--- config.mk ---
export PLATFORM = sky130hd
export DESIGN_NAME = compare_output_unit
export DESIGN_NICKNAME = d
export VERILOG_FILES = /design/src/core/timer_pkg.sv /design/src/core/compare_output_unit.sv
export VERILOG_INCLUDE_DIRS = /design/src /design/src/core
export SDC_FILE = /design/constraint.sdc
export NUM_CORES = 1
export LEC_CHECK = 0
export BUFFER_PORTS_ARGS = -buffer_cell sky130_fd_sc_hd__buf_2
export CAP_MARGIN = 20
export CORE_MARGIN = 2
export CORE_UTILIZATION = 45
export CTS_BUF_LIST = sky130_fd_sc_hd__clkbuf_8 sky130_fd_sc_hd__clkbuf_16
export CTS_CLUSTER_SIZE = 16
export DETAILED_ROUTE_END_ITERATION = 10
export GPL_ROUTABILITY_DRIVEN = 0
export PLACE_DENSITY = 0.66
export SLEW_MARGIN = 30
export SYNTH_ARGS = -nofsm -noshare
export SYNTH_HDL_FRONTEND = slang
export SYNTH_SLANG_ARGS = --single-unit
--- constraint.sdc ---
create_clock -name ref_clk -period 3 [get_ports ref_clk]
set_input_delay 0.3 -clock ref_clk [delete_from_list [all_inputs] [get_ports ref_clk]]
set_output_delay 0.3 -clock ref_clk [all_outputs]
set_load 0.01 [all_outputs]
--- src/core/timer_regs.svh ---
/*
 Register offsets, field positions, codes and constant values of the compare output unit.
 Assumes APB with 32-bit data, one aligned word per register.
*/
// Summary of operation
// - In non-PWM modes the force strobe applies the action, no flag, no counter change.
// - A counter write blocks any compare match in the following timer tick.
// - Writing the counter equal to the compare value skips that match and its action.
// - In variable-TOP modes a counter write equal to TOP makes the counter pass to 0xFFFF.
// - Changing the waveform mode leaves the output state unchanged.
// - Output action select is not buffered; a new value is used at once.
// - Reset clears the internal output state to 0.
// - A nonzero action select puts the output state on the pin instead of the port value.
// - The pin is driven only while the direction bit selects output.
// - Output action select has no effect on input capture.
// - Action select 0 leaves the output state unchanged on matches.
// - A new action acts at the next match; force applies it at once in non-PWM modes.
// - The counting sequence depends only on the waveform mode.
// - PWM modes pick inverted or not; non-PWM modes pick set, clear or toggle.
// - Normal mode always counts up and wraps from 0xFFFF to 0x0000.
// - Normal mode sets the overflow flag as the counter becomes zero; counting never clears it.
// - Servicing the overflow interrupt clears the overflow flag.
// - Normal mode accepts a counter write at any time.
// - A compare match sets the compare match flag one timer tick later.
// - Writing one to the compare match flag clears it; zero leaves it.
`ifndef TIMER_REGS_SVH
`define TIMER_REGS_SVH

`define CNT_W 16
`define DIV_W 16
`define ADDR_W 12

`define OFS_CTRL 12'h000
`define OFS_COUNT 12'h004
`define OFS_COMPARE 12'h008
`define OFS_TOP 12'h00C
`define OFS_STATUS 12'h010

`define REG_NONE 3'h0
`define REG_CTRL 3'h1
`define REG_COUNT 3'h2
`define REG_COMPARE 3'h3
`define REG_TOP 3'h4
`define REG_STATUS 3'h5

`define CTRL_SEL_LSB 0
`define CTRL_SEL_MSB 1
`define CTRL_MODE_LSB 2
`define CTRL_MODE_MSB 5
`define CTRL_FORCE 6
`define CTRL_DIR 7
`define CTRL_PORT 8
`define CTRL_RUN 9

`define STAT_OCF 0
`define STAT_TOV 1
`define STAT_OC 2

`define MODE_NORMAL 4'h0
`define MODE_CTC_CMP 4'h4
`define MODE_CTC_TOP 4'hC
`define MODE_RESERVED 4'hD
`define MODE_FPWM_TOP 4'hE
`define MODE_FPWM_CMP 4'hF

`define ACT_NONE 2'h0
`define ACT_TOGGLE 2'h1
`define ACT_CLEAR 2'h2
`define ACT_SET 2'h3

`define CNT_MAX 16'hFFFF
`define CNT_BOTTOM 16'h0000
`define CNT_ONE 16'h0001
`define DIV_ONE 16'h0001
`define DIV_ZERO 16'h0000
`define WORD_ZERO 32'h0000_0000

`endif

--- src/core/timer_pkg.sv ---
/*
 Types of the compare output unit: the packed state of the block.
 Assumes timer_regs.svh is on the include path.
*/
`include "timer_regs.svh"

package timer_pkg;

   typedef struct packed {
      logic [1:0] sel;
      logic [3:0] mode;
      logic dir;
      logic port;
      logic run;
      logic [`CNT_W-1:0] cnt;
      logic [`CNT_W-1:0] cmp;
      logic [`CNT_W-1:0] top;
      logic ocf;
      logic tov;
      logic oc;
      logic block;
      logic flag_pend;
      logic [`DIV_W-1:0] div;
      logic [31:0] prdata;
      logic pready;
      logic pslverr;
      logic pin_out;
      logic pin_oe;
   } unit_state_t;

endpackage : timer_pkg

--- src/core/compare_output_unit.sv ---
/*
 Output compare unit of a 16-bit timer with Normal counting, CTC and variable-TOP fast PWM
 counting, APB register access and pin override.
 Assumes a synchronous APB master on ref_clk and interrupt acknowledge pulses from the CPU.
*/
`timescale 1ns/1ps
`default_nettype none

module compare_output_unit
   import timer_pkg::*;
#(
   parameter int PRESCALE = 1
) (
   input wire logic ref_clk,
   input wire logic reset,
   input wire logic psel,
   input wire logic penable,
   input wire logic pwrite,
   input wire logic [`ADDR_W-1:0] paddr,
   input wire logic [31:0] pwdata,
   input wire logic [3:0] pstrb,
   output logic [31:0] prdata,
   output logic pready,
   output logic pslverr,
   input wire logic compare_irq_ack,
   input wire logic overflow_irq_ack,
   output logic compare_match_flag,
   output logic overflow_flag,
   output logic pin_out,
   output logic pin_oe
);

   localparam logic [`DIV_W-1:0] DIV_LAST = `DIV_W'(PRESCALE - 1);

   unit_state_t st_r;
   unit_state_t st_nxt;

   logic setup;
   logic wr;
   logic [2:0] wsel;
   logic tick;
   logic run_tick;
   logic top_match;
   logic match;
   logic force_hit;
   logic [1:0] force_sel;
   logic ocf_clr;
   logic tov_clr;

   function automatic logic [2:0] reg_decode(input logic [`ADDR_W-1:0] a);
      if (a == `OFS_CTRL) begin
         reg_decode = `REG_CTRL;
      end else if (a == `OFS_COUNT) begin
         reg_decode = `REG_COUNT;
      end else if (a == `OFS_COMPARE) begin
         reg_decode = `REG_COMPARE;
      end else if (a == `OFS_TOP) begin
         reg_decode = `REG_TOP;
      end else if (a == `OFS_STATUS) begin
         reg_decode = `REG_STATUS;
      end else begin
         reg_decode = `REG_NONE;
      end
   endfunction : reg_decode

   function automatic logic is_pwm(input logic [3:0] m);
      is_pwm = !(m == `MODE_NORMAL || m == `MODE_CTC_CMP || m == `MODE_CTC_TOP || m == `MODE_RESERVED);
   endfunction : is_pwm

   function automatic logic var_top(input logic [3:0] m);
      var_top = (m == `MODE_CTC_CMP || m == `MODE_CTC_TOP || m == `MODE_FPWM_TOP || m == `MODE_FPWM_CMP);
   endfunction : var_top

   // Non-PWM action on a match or force
   function automatic logic act(input logic [1:0] s, input logic o);
      case (s)
         `ACT_TOGGLE: act = !o;
         `ACT_CLEAR: act = 1'b0;
         `ACT_SET: act = 1'b1;
         default: act = o;
      endcase
   endfunction : act

   always_comb begin
      st_nxt = st_r;
      setup = psel && !penable;
      wr = psel && penable && st_r.pready && pwrite;
      wsel = reg_decode(paddr);
      tick = (st_r.div == DIV_LAST);
      run_tick = tick && st_r.run;
      // A pending write block hides both the compare and the TOP match
      top_match = run_tick && !st_r.block && var_top(st_r.mode) &&
         (st_r.cnt == ((st_r.mode == `MODE_CTC_TOP || st_r.mode == `MODE_FPWM_TOP) ? st_r.top : st_r.cmp));
      match = run_tick && !st_r.block && (st_r.cnt == st_r.cmp);
      force_sel = pwdata[`CTRL_SEL_MSB:`CTRL_SEL_LSB];
      force_hit = wr && (wsel == `REG_CTRL) && pstrb[0] && pwdata[`CTRL_FORCE] &&
         !is_pwm(pstrb[0] ? pwdata[`CTRL_MODE_MSB:`CTRL_MODE_LSB] : st_r.mode);
      ocf_clr = compare_irq_ack || (wr && wsel == `REG_STATUS && pstrb[0] && pwdata[`STAT_OCF]);
      tov_clr = overflow_irq_ack || (wr && wsel == `REG_STATUS && pstrb[0] && pwdata[`STAT_TOV]);

      st_nxt.div = tick ? `DIV_ZERO : st_r.div + `DIV_ONE;

      if (run_tick) begin
         st_nxt.cnt = top_match ? `CNT_BOTTOM : st_r.cnt + `CNT_ONE;
         st_nxt.block = 1'b0;
         st_nxt.flag_pend = match;
      end

      // Action on the output state; mode changes never touch it
      if (is_pwm(st_r.mode)) begin
         if (st_r.sel == `ACT_CLEAR) begin
            if (match) begin
               st_nxt.oc = 1'b0;
            end else if (top_match) begin
               st_nxt.oc = 1'b1;
            end
         end else if (st_r.sel == `ACT_SET) begin
            if (match) begin
               st_nxt.oc = 1'b1;
            end else if (top_match) begin
               st_nxt.oc = 1'b0;
            end
         end
      end else if (match) begin
         st_nxt.oc = act(st_r.sel, st_r.oc);
      end
      if (force_hit) begin
         st_nxt.oc = act(force_sel, st_r.oc);
      end

      // Register writes
      if (wr && wsel == `REG_CTRL) begin
         if (pstrb[0]) begin
            st_nxt.sel = pwdata[`CTRL_SEL_MSB:`CTRL_SEL_LSB];
            st_nxt.mode = pwdata[`CTRL_MODE_MSB:`CTRL_MODE_LSB];
            st_nxt.dir = pwdata[`CTRL_DIR];
         end
         if (pstrb[1]) begin
            st_nxt.port = pwdata[`CTRL_PORT];
            st_nxt.run = pwdata[`CTRL_RUN];
         end
      end
      if (wr && wsel == `REG_COUNT) begin
         st_nxt.cnt = pwdata[`CNT_W-1:0];
         st_nxt.block = 1'b1;
         st_nxt.flag_pend = 1'b0;
      end
      if (wr && wsel == `REG_COMPARE) begin
         st_nxt.cmp = pwdata[`CNT_W-1:0];
      end
      if (wr && wsel == `REG_TOP) begin
         st_nxt.top = pwdata[`CNT_W-1:0];
      end

      // Set wins over clear on both flags
      st_nxt.ocf = (run_tick && st_r.flag_pend) || (st_r.ocf && !ocf_clr);
      st_nxt.tov = (run_tick && (top_match || st_r.cnt == `CNT_MAX)) || (st_r.tov && !tov_clr);

      // APB: read data captured in setup, pready high in the first access cycle
      st_nxt.pready = setup;
      if (setup) begin
         st_nxt.pslverr = (wsel == `REG_NONE);
         st_nxt.prdata = `WORD_ZERO;
         if (wsel == `REG_CTRL) begin
            st_nxt.prdata[`CTRL_SEL_MSB:`CTRL_SEL_LSB] = st_r.sel;
            st_nxt.prdata[`CTRL_MODE_MSB:`CTRL_MODE_LSB] = st_r.mode;
            st_nxt.prdata[`CTRL_DIR] = st_r.dir;
            st_nxt.prdata[`CTRL_PORT] = st_r.port;
            st_nxt.prdata[`CTRL_RUN] = st_r.run;
         end else if (wsel == `REG_COUNT) begin
            st_nxt.prdata[`CNT_W-1:0] = st_r.cnt;
         end else if (wsel == `REG_COMPARE) begin
            st_nxt.prdata[`CNT_W-1:0] = st_r.cmp;
         end else if (wsel == `REG_TOP) begin
            st_nxt.prdata[`CNT_W-1:0] = st_r.top;
         end else if (wsel == `REG_STATUS) begin
            st_nxt.prdata[`STAT_OCF] = st_r.ocf;
            st_nxt.prdata[`STAT_TOV] = st_r.tov;
            st_nxt.prdata[`STAT_OC] = st_r.oc;
         end
      end

      // Pin override; only the action select and direction steer it
      st_nxt.pin_out = (st_nxt.sel != `ACT_NONE) ? st_nxt.oc : st_nxt.port;
      st_nxt.pin_oe = st_nxt.dir;
   end

   always_ff @(posedge ref_clk) begin
      if (reset) begin
         st_r <= '0;
      end else begin
         st_r <= st_nxt;
      end
   end

   assign prdata = st_r.prdata;
   assign pready = st_r.pready;
   assign pslverr = st_r.pslverr;
   assign compare_match_flag = st_r.ocf;
   assign overflow_flag = st_r.tov;
   assign pin_out = st_r.pin_out;
   assign pin_oe = st_r.pin_oe;
endmodule : compare_output_unit

`default_nettype wire

==> load_flow_metrics.sql <==
INSERT INTO impl_metrics (metric_group, metric, value, unit) VALUES
('critical_path', 'worstPathMaxFanout', '6', ''),
('timing', 'timing_worst_slew_pin_value', '872', 'ps'),
('route', 'via_per_inst', '5.70', ''),
('synth', 'synthesis.area', '5590', 'um^2'),
('grt', 'use_met1', '31.5', '%'),
('critical_path', 'reg2reg_setup_slack', '140', 'ps'),
('floorplan', 'die_w', '115', 'um'),
('clock_tree', 'max-clock-path-buffers', '2', ''),
('timing', 'unrepaired_setup_endpoints_after_global_routing', 'no', ''),
('grt', 'wire_length_of_the_first_global_routing_pass', '24.6', 'mm'),
('floorplan', 'core_area', '12100', 'um^2'),
('timing', 'timing.final.crit_period', '2860', 'ps'),
('pwr', 'clockPowerShare', '46.4', '%'),
('timing', 'final.period_utilization', '95.3', '%'),
('pwr', 'post-layout-total-power', '2.71', 'mW'),
('layout', 'fin_util', '51.3', '%'),
('job', 'cap_violations', '0', ''),
('timing', 'final_hold_vios', '0', ''),
('layout', 'post-route-cell-area', '6190', 'um^2'),
('critical_path', 'path_class', 'register to register', ''),
('layout', 'antenna_cells_inserted', '0', ''),
('floorplan', 'top_level_port_count', '93', ''),
('critical_path', 'crit_path_start_kind', 'register', ''),
('clock_tree', 'clock_sink_count', '97', ''),
('route', 'drt_pass1_iterations', '5', ''),
('layout', 'syn_to_final_growth', '10.6', '%'),
('timing', 'fmax', '350', 'MHz'),
('synth', 'ys_seq_elements', '97', ''),
('route', 'ant_nets', '0', ''),
('grt', 'gr-usage-all-layers', '23.7', '%'),
('pwr', 'seq_power_share', '48.0', '%'),
('pwr', 'p_sw', '627', 'uW'),
('timing', 'final_critical_path_setup_slack', '140', 'ps'),
('clock_tree', 'clkLatencyLatePin', '350', 'ps'),
('critical_path', 'worst-endpoint-arrival', '3100', 'ps'),
('timing', 'skew', '7.51', 'ps'),
('pwr', 'power.share.switching', '23.1', '%'),
('pwr', 'share_comb_of_total_power', '5.6', '%'),
('timing', 'tns', '0', 'ps'),
('synth', 'ys_seq_area_share', '34.7', '%'),
('critical_path', 'worstPathRequired', '3240', 'ps'),
('route', 'post-route-drc-count', '0', ''),
('synth', 'syn_area_per_cell', '8.09', 'um^2'),
('route', 'iteration_0_drc_count_of_the_detailed_router', '430', ''),
('critical_path', 'worst_path_dominant_cell_family', 'simple AND/OR/NAND/NOR gates', ''),
('placed_design', 'dp.final_hpwl', '11.4', 'mm'),
('clock_tree', 'worst_setup_hold_path_clk_slew', '70', 'ps'),
('critical_path', 'crit_path_cell_trace', 'inv_1 > ha_1 > or4b_4 > or4_4 > buf_4 > nor2_1 > and4_1 > nand4bb_1 > a31oi_2 > mux2_4', ''),
('floorplan', 'dieHeight', '115', 'um'),
('synth', 'postSynthCellCount', '691', ''),
('synth', 'ys_types', '57', ''),
('placed_design', 'placement.setup.worst_slack', '130', 'ps'),
('synth', 'postSynth.topFlopCell', 'sky130_fd_sc_hd__dfxtp_1', ''),
('grt', 'grt_overflow_total', '0', ''),
('route', 'finalWirelength', '15.5', 'mm'),
('pwr', 'static-leakage-power', '2.41', 'nW'),
('layout', 'fillerInstances', '1127', ''),
('grt', 'grt_pass1_vias', '4705', ''),
('clock_tree', 'h-tree-depth', '3', ''),
('critical_path', 'path_buf_inv', '2', ''),
('pwr', 'ir_drop', '0.370', 'mV'),
('outcome', 'outcome', 'finished clean', ''),
('grt', 'met2_use_gr', '38.9', '%'),
('placed_design', 'placedInstanceArea', '5850', 'um^2'),
('clock_tree', 'postCtsSetupBuffers', '0', ''),
('grt', 'top_usage_layer', 'met2', ''),
('clock_tree', 'cts_bufs_inserted', '9', ''),
('synth', 'synth_async_sr_flop_share', '0', '%'),
('placed_design', 'placed_cells_incl_taps', '868', ''),
('grt', 'grt_util_met3', '5.02', '%'),
('synth', 'synth-edff-count', '0', '');
## sequential cells by signal, indices dropped and copies added (netlist names)
register	flops
compare_match_flag	1
overflow_flag	1
pin_oe	1
pin_out	1
prdata	16
pready	1
pslverr	1
st_r	75
## final timing paths
kind,from,endpoint,cells past startpoint
max,st_r[36],pin_out,10
max reg2reg,st_r[36],pin_out,10
min reg2reg,prdata[11],prdata[11],2
min,overflow_irq_ack,overflow_flag,3
## cell type report
| type | instances | area (um^2) | share of cell area, % |
|---|---|---|---|
| Tap cell | 168 | 210 | 3.40 |
| Timing Repair Buffer | 77 | 433 | 7.00 |
| Clock inverter | 7 | 101 | 1.64 |
| Sequential cell | 97 | 1940 | 31.4 |
| Clock buffer | 9 | 225 | 3.64 |
| Multi-Input combinational cell | 510 | 3210 | 52.0 |
| Inverter | 16 | 60.1 | 0.971 |
## metal layers
layer | routed length (um) | vias up
li1 | - | 2423
met1 | 6820 | 2387
met2 | 7210 | 199
met3 | 1180 | 26
met4 | 326 | 0
met5 | 0 | -
## power by group through the flow
| stage | Sequential [mW] | Clock, mW | Combinational [mW] |
|---|---|---|---|
| after floorplan | 1.33 | 0 | 0.107 |
| after global placement | 1.33 | 0 | 0.147 |
| after detailed placement | 1.33 | 0 | 0.150 |
| after CTS | 1.30 | 1.27 | 0.151 |
| after global routing | 1.30 | 1.32 | 0.166 |
| final | 1.30 | 1.26 | 0.152 |
## repair_timing
action                                  in CTS  in global routing
endpoints found under the setup margin       0                  2
gates resized for setup                      0                  1
hold buffers                                 0                  0
## tightest hold or removal path: stages
cell                      delay (ps)
sky130_fd_sc_hd__buf_2            80
sky130_fd_sc_hd__a211o_1          90
sky130_fd_sc_hd__a21oi_1          50
## cells in the mapped netlist (4+ instances only)
cell,instances,area share (%)
sky130_fd_sc_hd__nor2b_1,21,2.3
sky130_fd_sc_hd__and4_1,4,0.63
sky130_fd_sc_hd__nor2_1,72,4.8
sky130_fd_sc_hd__xor2_1,16,2.5
sky130_fd_sc_hd__inv_1,16,1.1
sky130_fd_sc_hd__clkbuf_1,43,2.9
sky130_fd_sc_hd__buf_4,32,4.3
sky130_fd_sc_hd__nand2b_1,13,1.5
sky130_fd_sc_hd__xnor2_1,17,2.7
sky130_fd_sc_hd__nor3_1,20,1.8
sky130_fd_sc_hd__mux2i_1,43,7.7
sky130_fd_sc_hd__dfxtp_1,97,35
sky130_fd_sc_hd__a221oi_1,9,1.4
sky130_fd_sc_hd__and3_1,21,2.3
sky130_fd_sc_hd__nand4_1,8,0.90
sky130_fd_sc_hd__nand2_1,52,3.5
sky130_fd_sc_hd__o21ai_0,28,2.5
sky130_fd_sc_hd__or3_1,6,0.67
sky130_fd_sc_hd__a21oi_1,46,4.1
sky130_fd_sc_hd__nor4_1,10,1.1
sky130_fd_sc_hd__or4_1,5,0.67
sky130_fd_sc_hd__buf_2,5,0.45
sky130_fd_sc_hd__mux2_2,9,1.8
sky130_fd_sc_hd__nand3_1,30,2.7
sky130_fd_sc_hd__a22o_1,7,1.1
sky130_fd_sc_hd__a22oi_1,9,1.2
sky130_fd_sc_hd__and2_1,5,0.56
## cell usage in the layout (no fill, tap or decap), drive strengths merged, types with 3 or more instances in the layout
cell type	netlist	layout
xnor2	17	17
inv	16	18
xor2	16	16
nor4	10	10
a22oi	9	9
dfxtp	97	97
a21oi	46	46
a22o	7	7
o21ai	28	28
nor3	20	20
buf	40	77
a21o	3	3
and3	21	21
nor2b	21	21
nand2	52	52
a31oi	4	4
nand2b	13	13
or2	3	3
mux2i	43	43
ha	3	3
clkbuf	43	9
and2	5	5
or4	5	5
a221oi	9	9
a211oi	4	4
conb	1	16
or3	6	6
and4	4	4
nand3	30	30
o221ai	3	3
nor2	72	72
nand4	8	8
mux2	10	10
## logic make-up after synthesis
kind of cell	after synthesis	synth area share (%)
XOR/XNOR	33	5.17
adder cells (fa/ha/maj)	3	0.671
AND/OR/NAND/NOR	281	26.0
other	1	0.0671
AO/OA/AOI/OAI	122	13.8
flip-flops	97	34.7
buffers and inverters	99	8.91
multiplexers	55	10.6
Power figures use the tool's default switching activity.
